File: src/shared/aad_map.svh
// constants of the accumulator arithmetic datapath
// Operation
// RULE1 - register operand picks bank register zero..seven
// RULE2 - direct operand: lower 128 RAM or special register
// RULE3 - indirect address comes from register zero or one
// RULE4 - byte immediate supplies 8-bit source constant
// RULE5 - word immediate supplies 16-bit constant, loads pointer
// RULE6 - bit operand: 128 RAM flags or special-register flags
// RULE7 - long target is full 16-bit address
// RULE8 - page target keeps next instruction's 2K page
// RULE9 - relative jump adds signed offset to next address
// RULE10 - add writes source plus accumulator to accumulator
// RULE11 - add with carry includes carry flag
// RULE12 - subtract removes source and borrow from accumulator
// RULE13 - increment accumulator, register, direct, indirect, pointer
// RULE14 - decrement accumulator, register, direct or indirect
// RULE15 - decimal adjust leaves two packed BCD digits
// RULE16 - multiply/divide split results across accumulator and auxiliary
// RULE17 - add/subtract set flags; increment/decrement keep them
`ifndef AAD_MAP_SVH
`define AAD_MAP_SVH
`define AAD_SFR_ACC     8'he0
`define AAD_SFR_AUX     8'hf0
`define AAD_SFR_PSW     8'hd0
`define AAD_SFR_PTR_LO  8'h82
`define AAD_SFR_PTR_HI  8'h83
`define AAD_PSW_CY      7
`define AAD_PSW_AC      6
`define AAD_PSW_RS1     4
`define AAD_PSW_RS0     3
`define AAD_PSW_OV      2
`define AAD_PSW_P       0
`define AAD_RST_ACC     8'h00
`define AAD_RST_PSW     8'h00
`define AAD_RST_PTR     16'h0000
`define AAD_RST_PC      16'h0000
`define AAD_BIT_BASE    4'h2
`define AAD_BCD_LIMIT   4'h9
`define AAD_BCD_LO      9'h006
`define AAD_BCD_HI      9'h060
`define AAD_RAM_DEPTH   128
`endif

File: src/shared/aad_pkg.sv
// types of the accumulator arithmetic datapath
package aad_pkg;
  typedef enum logic [3:0] {
    op_nop             = 4'h0,
    op_add             = 4'h1,
    sum_with_carry_op  = 4'h2,
    subtract_borrow_op = 4'h3,
    op_inc             = 4'h4,
    minus_one_op       = 4'h5,
    op_inc_ptr         = 4'h6,
    product_op         = 4'h7,
    op_quotient        = 4'h8,
    bcd_adjust_op      = 4'h9,
    op_load_ptr        = 4'ha,
    op_jmp_page        = 4'hb,
    op_jmp_long        = 4'hc,
    op_jmp_rel         = 4'hd,
    op_bit_read        = 4'he
  } aad_op_t;
  typedef enum logic [2:0] {
    src_none     = 3'h0,
    src_acc      = 3'h1,
    src_reg      = 3'h2,
    src_direct   = 3'h3,
    src_indirect = 3'h4,
    src_imm      = 3'h5
  } aad_src_t;
  typedef enum logic [2:0] {
    st_idle = 3'b000,
    st_ptr  = 3'b100,
    st_read = 3'b001,
    st_exec = 3'b011,
    st_wb   = 3'b010
  } aad_state_t;
endpackage : aad_pkg

File: src/hdl/aad_core.sv
// operand addressing, arithmetic group and branch targets
`timescale 1ns/1ps
`include "aad_map.svh"
module aad_core #(
  parameter int RAM_DEPTH = `AAD_RAM_DEPTH
) (
  input  wire logic              ref_clk_in,
  input  wire logic              nrst_in,
  input  wire logic              op_valid_in,
  output logic                   ready_out,
  input  aad_pkg::aad_op_t       op_code_in,
  input  aad_pkg::aad_src_t      src_mode_in,
  input  wire logic [2:0]        work_reg_sel_in,
  input  wire logic              pointer_reg_indirect_in,
  input  wire logic [7:0]        direct_addr_in,
  input  wire logic [7:0]        imm_byte_in,
  input  wire logic [15:0]       imm_word_in,
  input  wire logic [15:0]       next_pc_in,
  input  wire logic [10:0]       page_local_target_in,
  input  wire logic [15:0]       long_target_in,
  input  wire logic [7:0]        rel_offset_in,
  output logic                   sfr_rd_out,
  output logic                   sfr_wr_out,
  output logic [7:0]             sfr_addr_out,
  output logic [7:0]             sfr_wr_data_out,
  input  wire logic [7:0]        sfr_rd_data_in,
  output logic                   done_out,
  output logic [7:0]             acc_out,
  output logic [7:0]             aux_out,
  output logic [7:0]             psw_out,
  output logic [15:0]            sixteen_bit_pointer_out,
  output logic                   target_valid_out,
  output logic [15:0]            target_pc_out,
  output logic                   bit_value_out
);
  import aad_pkg::*;

  initial begin
    if (RAM_DEPTH != 128) $error("aad_core: lower RAM must hold 128 bytes");
  end

  aad_state_t state_r;
  aad_op_t    op_r;
  aad_src_t   src_r;
  logic [7:0]  acc_r, aux_r, psw_r, opnd_r, imm_r, loc_r, res_r, rel_r;
  logic [15:0] ptr16_r, pc_r, word_r, target_r;
  logic [10:0] page_r;
  logic [2:0]  bitpos_r;
  logic        wr_pend_r, target_valid_r, bit_r;
  logic [6:0]  ram_rd_addr;
  logic [7:0]  ram_rd_data;
  logic        ram_wr_en;
  logic [7:0]  src_val, acc_nxt, aux_nxt, res_nxt, flags_nxt, psw_nxt;
  logic [10:0] as_out;
  logic [15:0] prod, ptr_nxt;
  logic [8:0]  bcd_lo, bcd_hi;
  logic        bcd_cy, wr_nxt;

  function automatic logic [6:0] reg_addr(input logic [7:0] psw, input logic [2:0] idx);
    return {2'b00, psw[`AAD_PSW_RS1], psw[`AAD_PSW_RS0], idx};
  endfunction : reg_addr

  function automatic logic is_local_sfr(input logic [7:0] a);
    return a == `AAD_SFR_ACC || a == `AAD_SFR_AUX || a == `AAD_SFR_PSW ||
           a == `AAD_SFR_PTR_LO || a == `AAD_SFR_PTR_HI;
  endfunction : is_local_sfr

  function automatic logic [10:0] add_sub(input logic [7:0] a, input logic [7:0] b,
                                          input logic ci, input logic sub);
    logic [7:0] bb;
    logic       c;
    logic [4:0] lo;
    logic [8:0] full;
    bb   = sub ? ~b : b;
    c    = sub ? ~ci : ci;
    lo   = {1'b0, a[3:0]} + {1'b0, bb[3:0]} + {4'h0, c};
    full = {1'b0, a} + {1'b0, bb} + {8'h00, c};
    return {full[8] ^ sub, lo[4] ^ sub, (a[7] == bb[7]) && (full[7] != a[7]), full[7:0]};
  endfunction : add_sub

  assign ready_out = (state_r == st_idle);
  assign done_out  = (state_r == st_wb);

  // address for the RAM read: register, pointer register, direct or bit byte
  always_comb begin
    ram_rd_addr = loc_r[6:0];
    if (state_r == st_idle) begin
      if (op_code_in == op_bit_read)
        ram_rd_addr = {3'(`AAD_BIT_BASE), direct_addr_in[6:3]}; // [RULE6]
      else if (src_mode_in == src_reg)
        ram_rd_addr = reg_addr(psw_r, work_reg_sel_in); // [RULE1]
      else if (src_mode_in == src_indirect)
        ram_rd_addr = reg_addr(psw_r, {2'b00, pointer_reg_indirect_in}); // [RULE3]
      else
        ram_rd_addr = direct_addr_in[6:0]; // [RULE2]
    end else if (state_r == st_ptr) begin
      ram_rd_addr = ram_rd_data[6:0]; // [RULE3]
    end
  end

  aad_ram #(.DEPTH(RAM_DEPTH), .WIDTH(8)) u_ram (
    .ref_clk_in (ref_clk_in),
    .rd_addr_in (ram_rd_addr),
    .rd_data_out(ram_rd_data),
    .wr_en_in   (ram_wr_en),
    .wr_addr_in (loc_r[6:0]),
    .wr_data_in (res_r)
  );

  // every direct byte above 0x7f is a special register; upper RAM is absent
  assign ram_wr_en       = done_out && wr_pend_r && !loc_r[7];
  assign sfr_wr_out      = done_out && wr_pend_r && loc_r[7] && !is_local_sfr(loc_r);
  assign sfr_rd_out      = (state_r == st_read) && loc_r[7] && !is_local_sfr(loc_r);
  assign sfr_addr_out    = loc_r;
  assign sfr_wr_data_out = res_r;

  always_ff @(posedge ref_clk_in) begin
    if (!nrst_in) begin
      state_r <= st_idle;
    end else begin
      case (state_r)
        st_idle: if (op_valid_in) begin
          if (op_code_in == op_bit_read || src_mode_in == src_reg || src_mode_in == src_direct)
            state_r <= st_read;
          else if (src_mode_in == src_indirect)
            state_r <= st_ptr;
          else
            state_r <= st_exec;
        end
        st_ptr:  state_r <= st_read;
        st_read: state_r <= st_exec;
        st_exec: state_r <= st_wb;
        st_wb:   state_r <= st_idle;
        default: state_r <= st_idle;
      endcase
    end
  end

  // capture of the decoded instruction and the operand location
  always_ff @(posedge ref_clk_in) begin
    if (!nrst_in) begin
      op_r     <= op_nop;
      src_r    <= src_none;
      imm_r    <= 8'h00;
      word_r   <= 16'h0000;
      pc_r     <= `AAD_RST_PC;
      page_r   <= 11'h000;
      rel_r    <= 8'h00;
      bitpos_r <= 3'h0;
      loc_r    <= 8'h00;
    end else if (state_r == st_idle && op_valid_in) begin
      op_r     <= op_code_in;
      src_r    <= src_mode_in;
      imm_r    <= imm_byte_in; // [RULE4]
      word_r   <= op_code_in == op_jmp_long ? long_target_in : imm_word_in;
      pc_r     <= next_pc_in;
      page_r   <= page_local_target_in;
      rel_r    <= rel_offset_in;
      bitpos_r <= direct_addr_in[2:0];
      if (op_code_in == op_bit_read)
        loc_r <= direct_addr_in[7] ? {direct_addr_in[7:3], 3'h0}
                                   : {1'b0, ram_rd_addr}; // [RULE6]
      else if (src_mode_in == src_reg)
        loc_r <= {1'b0, ram_rd_addr};
      else
        loc_r <= direct_addr_in;
    end else if (state_r == st_ptr) begin
      loc_r <= {1'b0, ram_rd_data[6:0]};
    end
  end

  // operand value: RAM, local special register or the outside special bus
  always_ff @(posedge ref_clk_in) begin
    if (!nrst_in) begin
      opnd_r <= 8'h00;
    end else if (state_r == st_read) begin
      if (!loc_r[7])
        opnd_r <= ram_rd_data;
      else if (loc_r == `AAD_SFR_ACC)
        opnd_r <= acc_r;
      else if (loc_r == `AAD_SFR_AUX)
        opnd_r <= aux_r;
      else if (loc_r == `AAD_SFR_PSW)
        opnd_r <= {psw_r[7:1], ^acc_r};
      else if (loc_r == `AAD_SFR_PTR_LO)
        opnd_r <= ptr16_r[7:0];
      else if (loc_r == `AAD_SFR_PTR_HI)
        opnd_r <= ptr16_r[15:8];
      else
        opnd_r <= sfr_rd_data_in;
    end
  end

  assign src_val = src_r == src_imm ? imm_r : src_r == src_acc ? acc_r : opnd_r;
  assign as_out  = add_sub(acc_r, src_val,
                           op_r != op_add && psw_r[`AAD_PSW_CY], op_r == subtract_borrow_op);
  assign prod    = acc_r * aux_r;
  assign bcd_lo  = (acc_r[3:0] > `AAD_BCD_LIMIT || psw_r[`AAD_PSW_AC]) ?
                   {1'b0, acc_r} + `AAD_BCD_LO : {1'b0, acc_r};
  assign bcd_cy  = psw_r[`AAD_PSW_CY] | bcd_lo[8];
  assign bcd_hi  = (bcd_lo[7:4] > `AAD_BCD_LIMIT || bcd_cy) ?
                   {1'b0, bcd_lo[7:0]} + `AAD_BCD_HI : {1'b0, bcd_lo[7:0]};

  // arithmetic results for the execute cycle
  always_comb begin
    acc_nxt   = acc_r;
    aux_nxt   = aux_r;
    res_nxt   = src_val;
    flags_nxt = psw_r;
    ptr_nxt   = ptr16_r;
    wr_nxt    = 1'b0;
    case (op_r)
      op_add, sum_with_carry_op, subtract_borrow_op: begin
        acc_nxt = as_out[7:0]; // [RULE10] [RULE11] [RULE12]
        flags_nxt[`AAD_PSW_CY] = as_out[10]; // [RULE17]
        flags_nxt[`AAD_PSW_AC] = as_out[9];
        flags_nxt[`AAD_PSW_OV] = as_out[8];
      end
      op_inc, minus_one_op: begin
        res_nxt = op_r == op_inc ? src_val + 8'h01 : src_val - 8'h01; // [RULE13] [RULE14]
        if (src_r == src_acc) acc_nxt = res_nxt;
        else wr_nxt = 1'b1;
      end
      op_inc_ptr:  ptr_nxt = ptr16_r + 16'h0001; // [RULE13]
      op_load_ptr: ptr_nxt = word_r; // [RULE5]
      product_op: begin
        acc_nxt = prod[7:0]; // [RULE16]
        aux_nxt = prod[15:8];
        flags_nxt[`AAD_PSW_CY] = 1'b0;
        flags_nxt[`AAD_PSW_OV] = prod[15:8] != 8'h00;
      end
      op_quotient: begin
        // divide by zero keeps both operands and flags it in overflow
        flags_nxt[`AAD_PSW_CY] = 1'b0;
        flags_nxt[`AAD_PSW_OV] = aux_r == 8'h00;
        if (aux_r != 8'h00) begin
          acc_nxt = acc_r / aux_r; // [RULE16]
          aux_nxt = acc_r % aux_r;
        end
      end
      bcd_adjust_op: begin
        acc_nxt = bcd_hi[7:0]; // [RULE15]
        flags_nxt[`AAD_PSW_CY] = bcd_cy | bcd_hi[8];
      end
      default: ;
    endcase
  end

  assign psw_nxt = {res_r[7:1], 1'b0};

  // architectural state: execute updates, then the write-back of a local register
  always_ff @(posedge ref_clk_in) begin
    if (!nrst_in) begin
      acc_r     <= `AAD_RST_ACC;
      aux_r     <= 8'h00;
      psw_r     <= `AAD_RST_PSW;
      ptr16_r   <= `AAD_RST_PTR;
      res_r     <= 8'h00;
      wr_pend_r <= 1'b0;
    end else if (state_r == st_exec) begin
      acc_r     <= acc_nxt;
      aux_r     <= aux_nxt;
      psw_r     <= flags_nxt;
      ptr16_r   <= ptr_nxt;
      res_r     <= res_nxt;
      wr_pend_r <= wr_nxt;
    end else if (done_out && wr_pend_r) begin
      wr_pend_r <= 1'b0;
      if (loc_r == `AAD_SFR_ACC) acc_r <= res_r;
      if (loc_r == `AAD_SFR_AUX) aux_r <= res_r;
      if (loc_r == `AAD_SFR_PSW) psw_r <= psw_nxt;
      if (loc_r == `AAD_SFR_PTR_LO) ptr16_r[7:0] <= res_r;
      if (loc_r == `AAD_SFR_PTR_HI) ptr16_r[15:8] <= res_r;
    end
  end

  // branch targets and bit reads
  always_ff @(posedge ref_clk_in) begin
    if (!nrst_in) begin
      target_r       <= `AAD_RST_PC;
      target_valid_r <= 1'b0;
      bit_r          <= 1'b0;
    end else begin
      target_valid_r <= 1'b0;
      if (state_r == st_exec) begin
        case (op_r)
          op_jmp_long: begin
            target_r       <= word_r; // [RULE7]
            target_valid_r <= 1'b1;
          end
          op_jmp_page: begin
            target_r       <= {pc_r[15:11], page_r}; // [RULE8]
            target_valid_r <= 1'b1;
          end
          op_jmp_rel: begin
            target_r       <= pc_r + {{8{rel_r[7]}}, rel_r}; // [RULE9]
            target_valid_r <= 1'b1;
          end
          op_bit_read: bit_r <= opnd_r[bitpos_r]; // [RULE6]
          default: ;
        endcase
      end
    end
  end

  assign acc_out                 = acc_r;
  assign aux_out                 = aux_r;
  assign psw_out                 = {psw_r[7:1], ^acc_r};
  assign sixteen_bit_pointer_out = ptr16_r;
  assign target_valid_out        = target_valid_r;
  assign target_pc_out           = target_r;
  assign bit_value_out           = bit_r;
endmodule : aad_core

File: src/hdl/aad_ram.sv
// lower internal RAM with registered read data
`timescale 1ns/1ps
module aad_ram #(
  parameter int DEPTH = 128,
  parameter int WIDTH = 8
) (
  input  wire logic                     ref_clk_in,
  input  wire logic [$clog2(DEPTH)-1:0] rd_addr_in,
  output logic      [WIDTH-1:0]         rd_data_out,
  input  wire logic                     wr_en_in,
  input  wire logic [$clog2(DEPTH)-1:0] wr_addr_in,
  input  wire logic [WIDTH-1:0]         wr_data_in
);
  // starts cleared so reads before any write are defined; reset leaves it alone
  logic [WIDTH-1:0] mem_r [DEPTH] = '{default: '0};

  initial begin
    if (DEPTH < 2 || WIDTH < 1) $error("aad_ram: unsupported size");
  end

  always_ff @(posedge ref_clk_in) begin
    if (wr_en_in) mem_r[wr_addr_in] <= wr_data_in;
  end

  // read-before-write: a same-address read returns the old word
  always_ff @(posedge ref_clk_in) begin
    rd_data_out <= mem_r[rd_addr_in];
  end
endmodule : aad_ram

File: config.mk
export PLATFORM = sky130hd
export DESIGN_NAME = aad_core
export DESIGN_NICKNAME = d
export VERILOG_FILES = /design/src/shared/aad_pkg.sv /design/src/hdl/aad_core.sv /design/src/hdl/aad_ram.sv
export VERILOG_INCLUDE_DIRS = /design/src /design/src/shared
export SDC_FILE = /design/constraint.sdc
export NUM_CORES = 2
export LEC_CHECK = 0
export ABC_AREA = 1
export BUFFER_PORTS_ARGS = -buffer_cell sky130_fd_sc_hd__buf_4
export CAP_MARGIN = 20
export CORE_MARGIN = 5
export CORE_UTILIZATION = 60
export CTS_BUF_LIST = sky130_fd_sc_hd__clkbuf_16
export DETAILED_ROUTE_END_ITERATION = 6
export GPL_ROUTABILITY_DRIVEN = 1
export HOLD_SLACK_MARGIN = 0.12
export PLACE_DENSITY_LB_ADDON = 0.05
export SYNTH_ARGS = -nofsm -noshare
export SYNTH_HDL_FRONTEND = slang
export SYNTH_SLANG_ARGS = --single-unit
File: constraint.sdc
create_clock -name ref_clk_in -period 22.6 [get_ports ref_clk_in]
set_clock_uncertainty 0.2 [all_clocks]
set_input_delay 2.26 -clock ref_clk_in [delete_from_list [all_inputs] [get_ports ref_clk_in]]
set_output_delay 2.26 -clock ref_clk_in [all_outputs]
set_load 0.1 [all_outputs]
* Word level (Yosys, flattened, before mapping)
Memory sizes are Yosys's and may differ from the RTL's. A register that Yosys moved wholly into a read port is not among the register bits.
Cells that the tools add are included.
Widths: inputs -> output; s select.
** Word-level totals
- Register bits after elaboration :: 154
- Latch bits :: 0
- RAM bits :: 1024
- Memory bits (read-only) :: 0
- Output and inout port bits :: 78
- Word-level logic and storage cells :: 198
- Memories :: 1
** Memories
- u_ram.mem_r :: words 128, width 8, read ports 1, clocked after memory_dff 1, write ports 1, RTL line aad_ram.sv:15 : logic [WIDTH-1:0] mem_r [DEPTH] = '{default: '0};
** Operators by class
- $add $sub $neg :: 10
- $mul :: 1
- Div/mod/pow operators :: 2
- $lt $le $gt $ge :: 3
- Equality and inequality tests :: 42
- Shift-type cells :: 0
- Multiplexer cells :: 61
- Bitwise gates (word level) :: 7
- Reductions and logical operators :: 47
** Operators with widths (number)
- $mux 8 :: 30
- $mux 16 :: 3
- $pmux 16 s3 :: 1
- $eq 8x8->1 const B :: 5
- $pmux 8 s5 :: 1
- $eq 4x4->1 const B :: 9
- $mux 7 :: 5
- $pmux 16 s2 :: 1
- $mux 9 :: 2
- $reduce_and 3->1 :: 6
- $add 16x1->16 const B :: 1
- $add 16x16->16 :: 1
- $eq 4x3->1 const B :: 4
- $mul 8x8->16 :: 1
- $pmux 8 s2 :: 1
- $reduce_bool 8->1 :: 2
- $reduce_bool 2->1 :: 7
- $eq 3x2->1 const B :: 4
- $pmux 3 s4 :: 1
- $mux 1 :: 10
- $add 8x3->9 const B :: 1
- $add 8x7->9 const B :: 1
- $add 8x8->9 :: 1
- $add 9x1->9 :: 1
- other kinds (40) :: 74

* Longest topological paths before layout
- Depth after elaboration :: 11
- Depth in mapped cells :: 76

* Hierarchy
Synthesis repeated with hierarchy kept, for this count alone.
** Unflattened totals
- Cells, all modules :: 5685
- Area total of the unflattened synthesis :: 56211.4 um^2
** Modules (own cells, without submodules)
- aad_ram :: instances 1, cells each 3575, area an instance 42104.1 um^2, seq. area each 30909.6 um^2
- aad_core :: instances 1, cells each 2110, area an instance 14107.3 um^2, seq. area each 3083.0 um^2

* Worst setup path after synthesis
Ideal clock, no wire load.
- Path kind :: register -> register
- Start :: register aux_r[0], in the netlist aux_out[0]
- End :: register aux_r[0], in the netlist aux_out[0]
- Library setup time :: 0.080 ns
- Data arrival time :: 10.392 ns
- Setup slack :: 11.928 ns
- Stages on the path, launching flop included :: 67
- Buffers on the path :: 0
- Clock period less this slack :: 10.672 ns
- Cells stage by stage :: dfxtp_1 -> inv_1 -> ha_1 -> inv_1 -> a21oi_1 -> nand3_1 -> nand2_1 -> inv_1 -> ha_1 -> nor2_1 -> o21bai_1 -> nand2_1 -> or2_1 -> nand2_1 -> ha_1 -> inv_1 -> o21bai_1 -> nand2_1 -> (+31 left out) -> nor4_1 -> nand2_1 -> nand3_1 -> clkinv_1 -> nand2_1 -> o21ai_0 -> fa_1 -> nand2_1 -> nand2_1 -> a21oi_1 -> nor2_1 -> nor3_1 -> o21bai_1 -> nor2_1 -> inv_1 -> nor2_1 -> o21ai_0 -> a31oi_1
** Between the ends
- Cells in the longest elaborated chain, start to end :: 4
** Ends and longest elaborated chain
- start: declaration :: RTL line aad_core.sv:45 : logic [7:0] acc_r, aux_r, psw_r, opnd_r, imm_r, loc_r, res_r, rel_r;
- start signal: assignment :: RTL line aad_core.sv:262 : aux_r <= aux_nxt;
- start signal: assignment :: RTL line aad_core.sv:270 : if (loc_r == `AAD_SFR_AUX) aux_r <= res_r;
- $mod 8x8->8 :: RTL line aad_core.sv:238 : aux_nxt = acc_r % aux_r;
- $mux 8 :: RTL line aad_core.sv:236 : if (aux_r != 8'h00) begin
- $pmux 8 s2 :: RTL line aad_core.sv:212 : case (op_r)
- $mux 8 :: RTL line aad_core.sv:260 : end else if (state_r == st_exec) begin
Several ways; a longest one is shown, not always the timed one. The select of a mux whose other input is x is not followed.
A chain may end at the register's enable or synchronous reset.

* Worst setup path in the final report
Same ends and word-level chain as after synthesis.

==> results.py <==
metrics = {
    "status": {
        "status": "complete, no violations",
    },
    "detailed_routing": {
        "postRouteAntennaNets": 0,
        "drt-total-wl_microns": 169000,
        "drcViolationCount": 0,
        "via_per_inst": 5.90,
        "vias": 44417,
        "wl_per_cell_microns": 22.5,
        "dr.pass1.iters": 6,
        "drt_iter0_drc": 5714,
    },
    "floorplan": {
        "fp-row-count": 114,
        "initial_core_util_pct": 60.4,
        "design.die.area_sq_um": 103000,
        "core_area_sq_um": 96600,
        "fp.dieH_microns": 322,
        "fp.dieW_microns": 322,
        "io_pins": 183,
    },
    "logic_synthesis": {
        "netlist_area_sq_um": 58300,
        "synth_edf_count": 1024,
        "yosysUniqueCellTypes": 51,
        "async_flop_share_pct": 0,
        "mappedNetlistNets": 6366,
        "yosysWarnings": 0,
        "synthFlopType": "edfxtp_1",
        "synth_cells": 6101,
        "yosysSeqAreaShare_pct": 58.3,
        "ys_ff_latch": 1186,
        "synth_area_per_cell_sq_um": 9.55,
    },
    "sta": {
        "setup_viol": 0,
        "slew_violations": 0,
        "tightest_slew_ns": 1.15,
        "hold_viol": 0,
        "clock.fmax_ghz": 0.0840,
        "fin_crit_ns": 11.91,
        "period_share_pct": 52.7,
        "tns_ns": 0,
        "relSlewSlack_pct": 23.5,
        "grt_setup_unrepaired": "false",
    },
    "global_routing": {
        "antenna_found_initial": 9,
        "grt_usage_pct": 32.1,
        "grt_pass1_vias": 41891,
        "grt.overflow.total": 0,
        "grt_max_degree": 216,
        "grt_pass1_wl_microns": 255000,
    },
    "clock_network": {
        "cts_buffer_depth": 3,
        "cts_setup_buffers": 0,
        "cts_root_buffer": "clkbuf_16",
        "clk_latency_ns": 0.74,
        "path_clk_slew_ns": 0.07,
        "htree_num_levels": 3,
        "cts_hold_buf": 0,
        "post_cts_resized": 0,
        "cts.sinks": 1186,
        "cts_tree": "yes",
        "cts_buffers": 120,
    },
    "pwr": {
        "ir_drop_mv": 0.301,
        "power.leakage_nw": 26.7,
        "p_per_area_nw_per_um2": 118,
    },
    "job": {
        "drv_cap": 0,
    },
    "critical_path": {
        "cp-start-kind": "register",
        "slowest_stage": "dfxtp_1",
        "path_buf_inv": 15,
        "crit_family": "simple AND/OR/NAND/NOR gates",
        "setup.worst_path.class": "register to register",
        "required_ns": 23.01,
        "worst_ep_arrival_time_ns": 12.32,
        "cp_max_fo": 14,
        "slowest_delay_ns": 0.64,
        "end_kind": "register",
        "path_common_cell": "nand2_1",
    },
    "finish": {
        "fin_nets": 6407,
        "fin_cells": 7531,
        "fillers": 7643,
        "drive_above_1_share_pct": 7.67,
        "synthToLayoutAreaGrowth_pct": 10.2,
    },
    "placed_design": {
        "dp_cells": 7295,
        "gp_congestion": 0.971,
        "port_buffers": 182,
        "place_hpwl_microns": 105000,
    },
    "hold_path": {
        "hold_path.class": "register to register",
    },
}
## sequential cells by signal, indices dropped and copies added (netlist names), 4 cells and up
register                 cells
acc_out                      8
target_pc_out               16
sfr_wr_data_out              8
u_ram.mem_r               1024
rel_r                        8
opnd_r                       8
u_ram.rd_data_out            8
pc_r                        16
imm_r                        8
sfr_addr_out                 8
psw_r                        7
aux_out                      8
sixteen_bit_pointer_out     16
page_r                      11
op_r                         4
word_r                      16
## kinds of logic (layout without fill, tap and decap cells)
logic type / after synthesis / count (layout) / synth area share [%]
AO/OA/AOI/OAI: 700 / 700 / 6.90
other: 0 / 6 / 0
AND/OR/NAND/NOR: 2937 / 2937 / 22.4
XOR/XNOR: 58 / 58 / 0.872
flip-flops: 1186 / 1186 / 58.3
adder cells (fa/ha/maj): 160 / 160 / 3.96
buffers and inverters: 1060 / 1208 / 7.55
## tightest hold or removal path: cells and delay by family (launching register included)
kind | cells | cell delay, ns
AOI/OAI and AO/OA | 1 | 0.05
DFF | 1 | 0.30
buffers and inverters | 1 | 0.06
## metal layers
layer | part of all wire, % | GRT usage, % | vias up
met5 | 0.0077 | 0 | -
met4 | 4.1 | 11.7 | 2
met3 | 9.2 | 4.93 | 368
met2 | 47 | 51.0 | 2179
met1 | 40 | 45.4 | 21138
li1 | - | - | 20730
## stage by stage
stage	cell area, sq um	power (mW)	setup WS, ns	hold slack [ns]	utilization (%)
finish	64200	7.55	10.69	0.256	66.5
global route	64200	8.12	9.45	0.272	66.5
CTS	64200	7.56	10.72	0.256	66.5
detailed placement	60200	5.59	10.76	0.247	62.4
global placement	60200	5.56	10.99	0.239	62.4
floorplan	58300	4.87	11.93	0.229	-
## power by group
group / leakage (nW) / total (mW) / switching (mW) / internal [mW]
registers: 10.8 / 2.43 / 0.0365 / 2.39
clock network: 2.05 / 1.99 / 0.858 / 1.13
logic: 13.8 / 3.14 / 2.09 / 1.06
total: 26.7 / 7.55 / 2.98 / 4.57
## final timing paths
kind | start | end | slack [ns] | depth (start not counted)
worst max-delay path | aux_out[0] | aux_out[0] | 10.69 | 70
worst min-delay path | page_r[0] | page_r[0] | 0.26 | 2
worst max register to register | aux_out[0] | aux_out[0] | 10.69 | 70
worst min register to register | page_r[0] | page_r[0] | 0.26 | 2
## cell usage in the layout, fill, tap and decap left out, drive strengths merged, types with 8 or more instances in the layout
cell type  Yosys  final
nand2       1459   1459
nand3        832    832
edfxtp      1024   1024
a31oi         38     38
fa            41     41
nand3b       210    210
or2           14     14
a221oi        16     16
o22ai          8      8
nand4         18     18
dfxtp        162    162
buf          216    246
xnor2         10     10
ha           119    119
clkbuf       111    122
nor2         371    371
o21ai        323    323
xor2          48     48
a21oi        173    173
clkinv         4     67
nor3          24     24
o211ai        88     88
bufinv         0     13
inv          729    758
o21bai        20     20
## final cells by class
cell class	instances	area, sq um	area share (%)
timing repair buffer	246	1910	2.97
inverter	733	2760	4.29
multi-input combinational	3855	19900	31.1
tap	1276	1600	2.49
antenna	6	15.0	0.0234
sequential	1186	34000	53.0
clock buffer	122	3050	4.75
clock inverter	107	920	1.43
## Yosys cell counts (16+ instances only)
| master | instances | area [sq um] |
|---|---|---|
| nand3_1 | 832 | 4160 |
| o211ai_1 | 88 | 661 |
| ha_1 | 119 | 1490 |
| nand2_1 | 1453 | 5450 |
| nor2_1 | 363 | 1360 |
| xor2_1 | 48 | 420 |
| buf_2 | 151 | 756 |
| clkbuf_1 | 111 | 417 |
| buf_4 | 49 | 368 |
| a21oi_1 | 168 | 841 |
| a31oi_1 | 38 | 238 |
| inv_1 | 716 | 2690 |
| fa_1 | 41 | 821 |
| nor3_1 | 24 | 120 |
| edfxtp_1 | 1024 | 30700 |
| dfxtp_1 | 162 | 3240 |
| o21ai_0 | 232 | 1160 |
| nand3b_1 | 210 | 1580 |
| nand4_1 | 18 | 113 |
| o21ai_1 | 90 | 450 |
| o21bai_1 | 20 | 150 |
| a221oi_1 | 16 | 140 |
No activity file was read; power rests on OpenSTA's default activity.
